$ cat config.mk
export PLATFORM = sky130hd
export DESIGN_NAME = remap_input_mux
export DESIGN_NICKNAME = d
export VERILOG_FILES = /design/src/pin_mux_pkg.sv /design/src/input_selector.sv /design/src/pad_sync.sv /design/src/remap_input_mux.sv
export SDC_FILE = /design/constraint.sdc
export NUM_CORES = 1
export LEC_CHECK = 0
export BUFFER_PORTS_ARGS = -buffer_cell sky130_fd_sc_hd__clkbuf_2
export CAP_MARGIN = 20
export CORE_MARGIN = 4
export CORE_UTILIZATION = 55
export CTS_CLUSTER_SIZE = 10
export DETAILED_ROUTE_END_ITERATION = 10
export GPL_TIMING_DRIVEN = 1
export PLACE_DENSITY_LB_ADDON = 0.1
export SLEW_MARGIN = 20
export SYNTH_ARGS = -nofsm -noshare
export SYNTH_HDL_FRONTEND = slang
export SYNTH_SLANG_ARGS = --single-unit
$ cat constraint.sdc
create_clock -name mclk -period 2.6 [get_ports mclk]
set_input_delay 0 -clock mclk [delete_from_list [all_inputs] [get_ports mclk]]
set_output_delay 0 -clock mclk [all_outputs]
set_load 0.005 [all_outputs]
$ cat src/pin_mux_pkg.sv
// Constants and register map for the remappable input pin selection block.
package pin_mux_pkg;

  localparam int        SEL_W          = 8;
  localparam int        NUM_PADS       = 16;
  localparam int        NUM_VIRT       = 6;
  localparam int        NUM_PERIPH_IN  = 8;
  localparam int        NUM_DED_OUT    = 4;
  localparam int        NUM_REMAP_OUT  = 4;
  localparam int        ADDR_W         = 8;
  localparam int        DATA_W         = 16;

  // Pin numbering: 0 is ground, pads are 1..NUM_PADS, virtual pins 176..181.
  localparam logic [7:0] PIN_GROUND     = 8'h00;
  localparam logic [7:0] PIN_PAD_FIRST  = 8'h01;
  localparam logic [7:0] PIN_VIRT_FIRST = 8'hb0;
  localparam logic [7:0] PIN_VIRT_LAST  = 8'hb5;

  // Register offsets.
  localparam logic [7:0] OFS_IN_MAP0    = 8'h00;
  localparam logic [7:0] OFS_IN_MAP1    = 8'h01;
  localparam logic [7:0] OFS_IN_MAP2    = 8'h02;
  localparam logic [7:0] OFS_FAULT_SEL  = 8'h03;
  localparam logic [7:0] OFS_DIR        = 8'h10;
  localparam logic [7:0] OFS_ANA_SEL    = 8'h11;
  localparam logic [7:0] OFS_GPIO_OUT   = 8'h12;
  localparam logic [7:0] OFS_DED_EN     = 8'h13;
  localparam logic [7:0] OFS_ANA_EN     = 8'h14;
  localparam logic [7:0] OFS_PAD_IN     = 8'h15;
  localparam logic [7:0] OFS_OUT_MAP0   = 8'h20;
  localparam logic [7:0] OFS_OUT_MAP1   = 8'h21;

  // Reset values.
  localparam logic [15:0] RST_SEL       = 16'h0000;
  localparam logic [15:0] RST_DIR       = 16'hffff;
  localparam logic [15:0] RST_ANA_SEL   = 16'hffff;
  localparam logic [15:0] RST_ZERO      = 16'h0000;

  // Fault selector field positions.
  localparam int        FAULT5_LSB     = 0;
  localparam int        FAULT6_LSB     = 8;
  localparam int        FAULT5_IDX     = 6;
  localparam int        FAULT6_IDX     = 7;

  // Source of a pad's output buffer.
  typedef enum logic [1:0] {
    SRC_NONE,
    SRC_GPIO,
    SRC_REMAP,
    SRC_DEDICATED
  } pad_src_t;

endpackage : pin_mux_pkg

$ cat src/input_selector.sv
// One remappable peripheral input: a registered selector lookup.
`timescale 1ns/100ps
module input_selector
  import pin_mux_pkg::*;
(
  input  wire logic                  mclk,
  input  wire logic                  arst_n,
  input  wire logic [SEL_W-1:0]      sel,
  input  wire logic [NUM_PADS-1:0]   pad_in,
  input  wire logic [NUM_VIRT-1:0]   virt_in,
  output logic                       periph_in_r
);

  logic periph_in_nxt;

  // Codes that name no pin read as ground.
  always_comb begin
    periph_in_nxt = 1'b0;
    if (sel >= PIN_PAD_FIRST && sel < PIN_PAD_FIRST + 8'(NUM_PADS)) begin
      periph_in_nxt = pad_in[4'(sel - PIN_PAD_FIRST)];
    end else if (sel >= PIN_VIRT_FIRST && sel <= PIN_VIRT_LAST) begin
      periph_in_nxt = virt_in[3'(sel - PIN_VIRT_FIRST)];
    end
  end

  always_ff @(posedge mclk or negedge arst_n) begin
    if (!arst_n) begin
      periph_in_r <= 1'b0;
    end else begin
      periph_in_r <= periph_in_nxt;
    end
  end

endmodule : input_selector

$ cat src/pad_sync.sv
// Three-stage synchroniser for pad inputs; a change is accepted when stages two and three agree.
`timescale 1ns/100ps
module pad_sync
  import pin_mux_pkg::*;
(
  input  wire logic                  mclk,
  input  wire logic                  arst_n,
  input  wire logic [NUM_PADS-1:0]   d,
  output logic [NUM_PADS-1:0]        q_r
);

  logic [NUM_PADS-1:0] s1_r;
  logic [NUM_PADS-1:0] s2_r;
  logic [NUM_PADS-1:0] s3_r;
  logic [NUM_PADS-1:0] s1_nxt;
  logic [NUM_PADS-1:0] s2_nxt;
  logic [NUM_PADS-1:0] s3_nxt;
  logic [NUM_PADS-1:0] q_nxt;

  always_comb begin
    s1_nxt = d;
    s2_nxt = s1_r;
    s3_nxt = s2_r;
    q_nxt  = q_r;
    for (int i = 0; i < NUM_PADS; i++) begin
      if (s2_r[i] == s3_r[i]) begin
        q_nxt[i] = s3_r[i];
      end
    end
  end

  always_ff @(posedge mclk or negedge arst_n) begin
    if (!arst_n) begin
      s1_r <= '0;
      s2_r <= '0;
      s3_r <= '0;
      q_r  <= '0;
    end else begin
      s1_r <= s1_nxt;
      s2_r <= s2_nxt;
      s3_r <= s3_nxt;
      q_r  <= q_nxt;
    end
  end

endmodule : pad_sync

$ cat src/remap_input_mux.sv
// Remappable pin selection fabric: input mapping, virtual pins and pad output priority.
//
// Contract
// - Eight-bit selector per remappable peripheral input.
// - Out-of-range selector codes name no pin.
// - Six virtual pins numbered 176 to 181.
// - Output on virtual pin feeds other inputs.
// - At most one output drives a pin.
// - One remappable output may drive many pins.
// - Dedicated output beats remappable output.
// - Many inputs may share one pin.
// - Analog function disables pin digital inputs.
// - Direction gates only general-purpose output.
// - Reset leaves pins analog, input buffer off.
// - Only analog select gates input buffer.
//
// The address-and-strobe port and the address map are this design's own decisions.
`timescale 1ns/100ps
module remap_input_mux
  import pin_mux_pkg::*;
(
  input  wire logic                         mclk,
  input  wire logic                         arst_n,
  input  wire logic [ADDR_W-1:0]            reg_addr,
  input  wire logic [DATA_W-1:0]            reg_wdata,
  input  wire logic                         reg_wr,
  input  wire logic                         reg_rd,
  output logic [DATA_W-1:0]                 reg_rdata_r,
  input  wire logic [NUM_PADS-1:0]          pad_in,
  output logic [NUM_PADS-1:0]               pad_out_r,
  output logic [NUM_PADS-1:0]               pad_oe_n_r,
  input  wire logic [NUM_DED_OUT-1:0]       ded_out,
  input  wire logic [NUM_REMAP_OUT-1:0]     remap_out,
  output logic [NUM_PERIPH_IN-1:0]          periph_in_r
);

  ////////////////////////////////////////////////////////////////////////////
  // Configuration registers.

  logic [DATA_W-1:0] in_map_r [4];
  logic [DATA_W-1:0] in_map_nxt [4];
  logic [DATA_W-1:0] dir_r;
  logic [DATA_W-1:0] dir_nxt;
  logic [DATA_W-1:0] ana_sel_r;
  logic [DATA_W-1:0] ana_sel_nxt;
  logic [DATA_W-1:0] gpio_out_r;
  logic [DATA_W-1:0] gpio_out_nxt;
  logic [DATA_W-1:0] ded_en_r;
  logic [DATA_W-1:0] ded_en_nxt;
  logic [DATA_W-1:0] ana_en_r;
  logic [DATA_W-1:0] ana_en_nxt;
  logic [DATA_W-1:0] out_map_r [2];
  logic [DATA_W-1:0] out_map_nxt [2];
  logic [DATA_W-1:0] rdata_nxt;
  logic [NUM_PADS-1:0] pad_sync_r;

  always_comb begin
    for (int i = 0; i < 4; i++) begin
      in_map_nxt[i] = in_map_r[i];
    end
    out_map_nxt[0] = out_map_r[0];
    out_map_nxt[1] = out_map_r[1];
    dir_nxt        = dir_r;
    ana_sel_nxt    = ana_sel_r;
    gpio_out_nxt   = gpio_out_r;
    ded_en_nxt     = ded_en_r;
    ana_en_nxt     = ana_en_r;
    if (reg_wr) begin
      case (reg_addr)
        OFS_IN_MAP0:   in_map_nxt[0]  = reg_wdata;
        OFS_IN_MAP1:   in_map_nxt[1]  = reg_wdata;
        OFS_IN_MAP2:   in_map_nxt[2]  = reg_wdata;
        OFS_FAULT_SEL: in_map_nxt[3]  = reg_wdata;
        OFS_DIR:       dir_nxt        = reg_wdata;
        OFS_ANA_SEL:   ana_sel_nxt    = reg_wdata;
        OFS_GPIO_OUT:  gpio_out_nxt   = reg_wdata;
        OFS_DED_EN:    ded_en_nxt     = reg_wdata;
        OFS_ANA_EN:    ana_en_nxt     = reg_wdata;
        OFS_OUT_MAP0:  out_map_nxt[0] = reg_wdata;
        OFS_OUT_MAP1:  out_map_nxt[1] = reg_wdata;
        default:       ;
      endcase
    end
  end

  // Unmapped addresses read as zero.
  always_comb begin
    rdata_nxt = '0;
    if (reg_rd) begin
      case (reg_addr)
        OFS_IN_MAP0:   rdata_nxt = in_map_r[0];
        OFS_IN_MAP1:   rdata_nxt = in_map_r[1];
        OFS_IN_MAP2:   rdata_nxt = in_map_r[2];
        OFS_FAULT_SEL: rdata_nxt = in_map_r[3];
        OFS_DIR:       rdata_nxt = dir_r;
        OFS_ANA_SEL:   rdata_nxt = ana_sel_r;
        OFS_GPIO_OUT:  rdata_nxt = gpio_out_r;
        OFS_DED_EN:    rdata_nxt = ded_en_r;
        OFS_ANA_EN:    rdata_nxt = ana_en_r;
        OFS_PAD_IN:    rdata_nxt = pad_sync_r & ~ana_sel_r;
        OFS_OUT_MAP0:  rdata_nxt = out_map_r[0];
        OFS_OUT_MAP1:  rdata_nxt = out_map_r[1];
        default:       rdata_nxt = '0;
      endcase
    end
  end

  always_ff @(posedge mclk or negedge arst_n) begin
    if (!arst_n) begin
      for (int i = 0; i < 4; i++) begin
        in_map_r[i] <= RST_SEL;
      end
      out_map_r[0] <= RST_ZERO;
      out_map_r[1] <= RST_ZERO;
      dir_r        <= RST_DIR;
      ana_sel_r    <= RST_ANA_SEL;
      gpio_out_r   <= RST_ZERO;
      ded_en_r     <= RST_ZERO;
      ana_en_r     <= RST_ZERO;
      reg_rdata_r  <= RST_ZERO;
    end else begin
      for (int i = 0; i < 4; i++) begin
        in_map_r[i] <= in_map_nxt[i];
      end
      out_map_r[0] <= out_map_nxt[0];
      out_map_r[1] <= out_map_nxt[1];
      dir_r        <= dir_nxt;
      ana_sel_r    <= ana_sel_nxt;
      gpio_out_r   <= gpio_out_nxt;
      ded_en_r     <= ded_en_nxt;
      ana_en_r     <= ana_en_nxt;
      reg_rdata_r  <= rdata_nxt;
    end
  end

  ////////////////////////////////////////////////////////////////////////////
  // Pad outputs. Each pad has a 2-bit remap field picking one remappable
  // output, a zero field leaving the pad unmapped; several pads may name
  // the same source, which is how outputs get paralleled for drive strength.

  pad_src_t          src      [NUM_PADS];
  logic [NUM_PADS-1:0] out_nxt;
  logic [NUM_PADS-1:0] oe_n_nxt;
  logic [NUM_PADS-1:0] remap_en;
  logic [1:0]        remap_idx [NUM_PADS];

  always_comb begin
    for (int p = 0; p < NUM_PADS; p++) begin
      remap_idx[p] = out_map_r[p / 8][(p % 8) * 2 +: 2];
      remap_en[p]  = (remap_idx[p] != 2'h0);
      // A single priority chain gives every pad at most one driver.
      if (ded_en_r[p]) begin
        src[p] = SRC_DEDICATED;
      end else if (remap_en[p]) begin
        src[p] = SRC_REMAP;
      end else if (!dir_r[p]) begin
        src[p] = SRC_GPIO;
      end else begin
        src[p] = SRC_NONE;
      end
    end
  end

  always_comb begin
    out_nxt  = '0;
    oe_n_nxt = '1;
    for (int p = 0; p < NUM_PADS; p++) begin
      case (src[p])
        SRC_DEDICATED: begin
          out_nxt[p]  = ded_out[p % NUM_DED_OUT];
          oe_n_nxt[p] = 1'b0;
        end
        SRC_REMAP: begin
          out_nxt[p]  = remap_out[remap_idx[p]];
          oe_n_nxt[p] = 1'b0;
        end
        SRC_GPIO: begin
          out_nxt[p]  = gpio_out_r[p];
          oe_n_nxt[p] = 1'b0;
        end
        default: begin
          out_nxt[p]  = 1'b0;
          oe_n_nxt[p] = 1'b1;
        end
      endcase
    end
  end

  always_ff @(posedge mclk or negedge arst_n) begin
    if (!arst_n) begin
      pad_out_r  <= '0;
      pad_oe_n_r <= '1;
    end else begin
      pad_out_r  <= out_nxt;
      pad_oe_n_r <= oe_n_nxt;
    end
  end

  ////////////////////////////////////////////////////////////////////////////
  // Pad input path and virtual pins.

  logic [NUM_PADS-1:0] pad_dig;
  logic [NUM_VIRT-1:0] virt;
  logic [SEL_W-1:0]    sel [NUM_PERIPH_IN];

  pad_sync i_pad_sync (
    .mclk   (mclk),
    .arst_n (arst_n),
    .d      (pad_in),
    .q_r    (pad_sync_r)
  );

  // Direction is not consulted: the input buffer depends on analog select only,
  // and an analog function on the pad also kills it.
  always_comb begin
    pad_dig = pad_sync_r & ~ana_sel_r & ~ana_en_r;
    // Remappable outputs wrap round the six virtual pins.
    for (int v = 0; v < NUM_VIRT; v++) begin
      virt[v] = remap_out[v % NUM_REMAP_OUT];
    end
    for (int k = 0; k < NUM_PERIPH_IN; k++) begin
      sel[k] = in_map_r[k / 2][(k % 2) * SEL_W +: SEL_W];
    end
  end

  for (genvar k = 0; k < NUM_PERIPH_IN; k++) begin : g_in
    input_selector i_input_selector (
      .mclk        (mclk),
      .arst_n      (arst_n),
      .sel         (sel[k]),
      .pad_in      (pad_dig),
      .virt_in     (virt),
      .periph_in_r (periph_in_r[k])
    );
  end

endmodule : remap_input_mux

==> flow_summary.ini <==
[global_route]
globalRouteMet2Util_pct = 49.3
grt_util_met1_pct = 44.1
grt-busiest-layer = met2
gr-usage-met3_pct = 7.88
overflow = 0
grt_max_degree = 91
grt_usage_pct = 32.1
grt_pass1_wl_microns = 74900
antenna_found_initial = 0
grt_pass1_vias = 11932

[worst_setup_path]
arrival_ns = 2.68
cp-end-kind = flip-flop
start_kind = flip-flop
r2r-start = in_map_r[1]$_DFFE_PN0P_
timing.rr.end = g_in[6].i_input_selector.periph_in_r$_DFF_PN0_
r2r_cells = 7
worst_ep_required_time_ns = 3.01
worstSetupPathType = flip-flop to flip-flop
reg2reg_slack_ns = 0.33
critPathMaxFanout = 5

[timing]
post-route-min-period_ns = 2.27
max-slew-margin-rel_pct = 40.4
drv_slew = 0
fin_hold_ws_ns = 0.00291
finalSetupTns_ns = 0
finalWorstSetupSlack_ns = 0.333
fmax_mhz = 441
rsz0062_at_grt = false
clock_skew_ns = 0.0240
worst_pin_slew_ns = 0.894
fin_crit_sh_pct = 87.2
final-hold-violation-count = 0
setup_viol = 0

[synth]
synth_edf_count = 0
yosys-top-cells-area = dfrtp_1 (40%), mux2_2 (14%), dfstp_2 (8.2%)
synth_area_sq_um = 15400
synthesis.nets = 1353
synth_top_family_by_area = multiplexers
async_flop_share_pct = 100
synth_common_cells = dfrtp_1 (248), mux2_2 (185), o21ai_0 (61)
synth_top_area_share_pct = 40.3
synth_most_common_cell = dfrtp_1
synth_mux_area_share_pct = 20.3
synth_largest_area_cell = dfrtp_1
synth_cell_types = 75
syn_area_per_cell_sq_um = 12.0
synthCells = 1285
synth_seq_cells = 296
synth_ff_type = dfrtp_1
synth_compound_gate_area_share_pct = 10.3
synth_simple_gate_area_share_pct = 13.8
synthAdderAreaFrac_pct = 2.34
synth_warnings = 0
synthXorXnorAreaFrac_pct = 0.911
yosysSeqAreaShare_pct = 48.5

[place]
hpwl_microns = 34500
dp.cells = 1715
routabilityCongestion = 0.996
post-place-ws_ns = 0.409
port_buffers = 107

[power_and_ir_drop]
switching_share_pct = 27.2
finalPower_w = 0.0112
switching_power_w = 0.00305
combPwrFrac_pct = 13.6
powerDensity_nw_per_um2 = 634
max-vdd-ir-drop_mv = 0.512
p_leak_nw = 7.80
p_clk_share_pct = 40.2
p_seq_share_pct = 46.2
p_int_w = 0.00818

[min_path]
hold_path.class = primary input to flip-flop
holdPathEnd = out_map_r[4]$_DFFE_PN0P_
min_from = reg_wdata[4]
worstHoldPathCells = 2

[floorplan]
pin_count = 108
row_count = 60
dieHeight_microns = 175
fp.dieW_microns = 175
start_util_pct = 56.5
dieArea_sq_um = 30700
core_area_sq_um = 27300

[run_status]
status = completed

[cells_and_area]
stdcell_count = 1810
multi_input_area_sq_um = 7350
n_antenna_cell = 0
fillers = 2130
area_growth_pct = 15.1
drive_above_1_share_pct = 33.4
finish.net_count = 1481
seq_area_sq_um = 7470

[cts]
htree_num_levels = 2
cts_root_buffer = clkbuf_16
cts_buffers = 36
clkSinkCount = 296
insertion_delay_ns = 0.53
post-cts-setup-buffers = 0
clk_pin_slew_ns = 0.06
cts_max_path_buffers = 3
cts_tree = done
post_cts_resized = 0
hold_buffers = 32

[route]
final_antenna_net_count = 0
drt_first_iter_violations = 1449
viasPerCell = 6.64
dr.pass1.iters = 8
route.detailed.drc = 0
drt-total-wl_microns = 49900
num_vias = 12019
wl_per_cell_microns = 27.6

[flow_run]
maxCapViolCount = 0
[layout by cell type (no fill, tap or decap), types with 16 or more instances in the layout]
cell type      Yosys  routed
mux4_2            19      19
nand3_1           20      20
dfrtp_1          248     248
nor2b_1           31      31
nor3_1            27      27
nand2_1           51      51
inv_1             27      27
ha_1              16      16
buf_4              9      46
nor4b_1           37      37
dfstp_2           48      48
dlygate4sd3_1      0      32
mux2_2           185     185
nor3b_1           17      17
clkbuf_16          0      36
mux2i_1           45      45
a21oi_1           35      35
nor2_1            28      28
clkbuf_1          58      23
a22oi_1           26      26
o21ai_0           61      61
maj3_1            16      16
clkbuf_2           0     106
[worst max-delay path, stage by stage (launching register included)]
cell	delay [ns]
dfrtp_1	0.41
inv_1	0.11
ha_1	0.22
or3b_2	0.46
a2111oi_0	0.44
o31a_1	0.21
o21ai_0	0.08
o31ai_1	0.24
[worst max path at each step]
stage / start / endpoint / slack (ns)
after floorplan: in_map_r[0]$_DFFE_PN0P_ / g_in[6].i_input_selector.periph_in_r$_DFF_PN0_ / 0.34
after global placement: in_map_r[1]$_DFFE_PN0P_ / g_in[6].i_input_selector.periph_in_r$_DFF_PN0_ / 0.46
after detailed placement: in_map_r[1]$_DFFE_PN0P_ / g_in[6].i_input_selector.periph_in_r$_DFF_PN0_ / 0.41
after CTS: in_map_r[1]$_DFFE_PN0P_ / g_in[6].i_input_selector.periph_in_r$_DFF_PN0_ / 0.37
after global routing: in_map_r[40]$_DFFE_PN0P_ / g_in[3].i_input_selector.periph_in_r$_DFF_PN0_ / 0.15
final: in_map_r[1]$_DFFE_PN0P_ / g_in[6].i_input_selector.periph_in_r$_DFF_PN0_ / 0.33
[flip-flops by register name, indices dropped and copies added, names as in the netlist]
name	flops
dir_r	16
ana_en_r	16
gpio_out_r	16
reg_rdata_r	16
g_in.i_input_selector.periph_in_r	8
i_pad_sync.q_r	16
i_pad_sync.s3_r	16
ded_en_r	16
pad_out_r	16
i_pad_sync.s1_r	16
ana_sel_r	16
out_map_r	32
i_pad_sync.s2_r	16
pad_oe_n_r	16
in_map_r	64
[layer usage]
metal  share of wire [%]  routed length [microns]
met1                  40                    19700
met2                  45                    22300
met3                  11                     5390
met4                 4.9                     2420
met5                   0                        0
[power groups by stage]
stage / combinational [W] / clock, W / sequential [W]
floorplan: 0.000945 / 0 / 0.00512
finish: 0.00153 / 0.00451 / 0.00518
detailed placement: 0.00146 / 0 / 0.00525
CTS: 0.00151 / 0.00457 / 0.00517
global route: 0.00164 / 0.00479 / 0.00521
global placement: 0.00144 / 0 / 0.00524
[per-stage QoR]
| step | area [sq um] | utilization (%) |
|---|---|---|
| floorplan | 15400 | - |
| global placement | 16400 | 60.0 |
| detailed placement | 16400 | 60.0 |
| CTS | 17700 | 65.0 |
| global route | 17700 | 65.0 |
| finish | 17700 | 65.0 |
[logic make-up (layout without fill, tap and decap cells)]
kind of cell,after synthesis,count (layout)
compound gates,237,237
buf+inv,126,279
flops,296,296
simple gates,315,315
fa+ha+maj,32,32
xor+xnor,16,16
mux,263,263
[area by class of cell]
class                   instances  share of cell area, %
clock inverters                 3                  0.184
multi-input cells             863                   41.5
clock buffers                  60                   5.65
repair buffers                189                   7.29
inverters                      27                  0.572
well taps                     372                   2.63
flip-flops and latches        296                   42.2
Note: power is estimated with default switching activity, not from simulation.
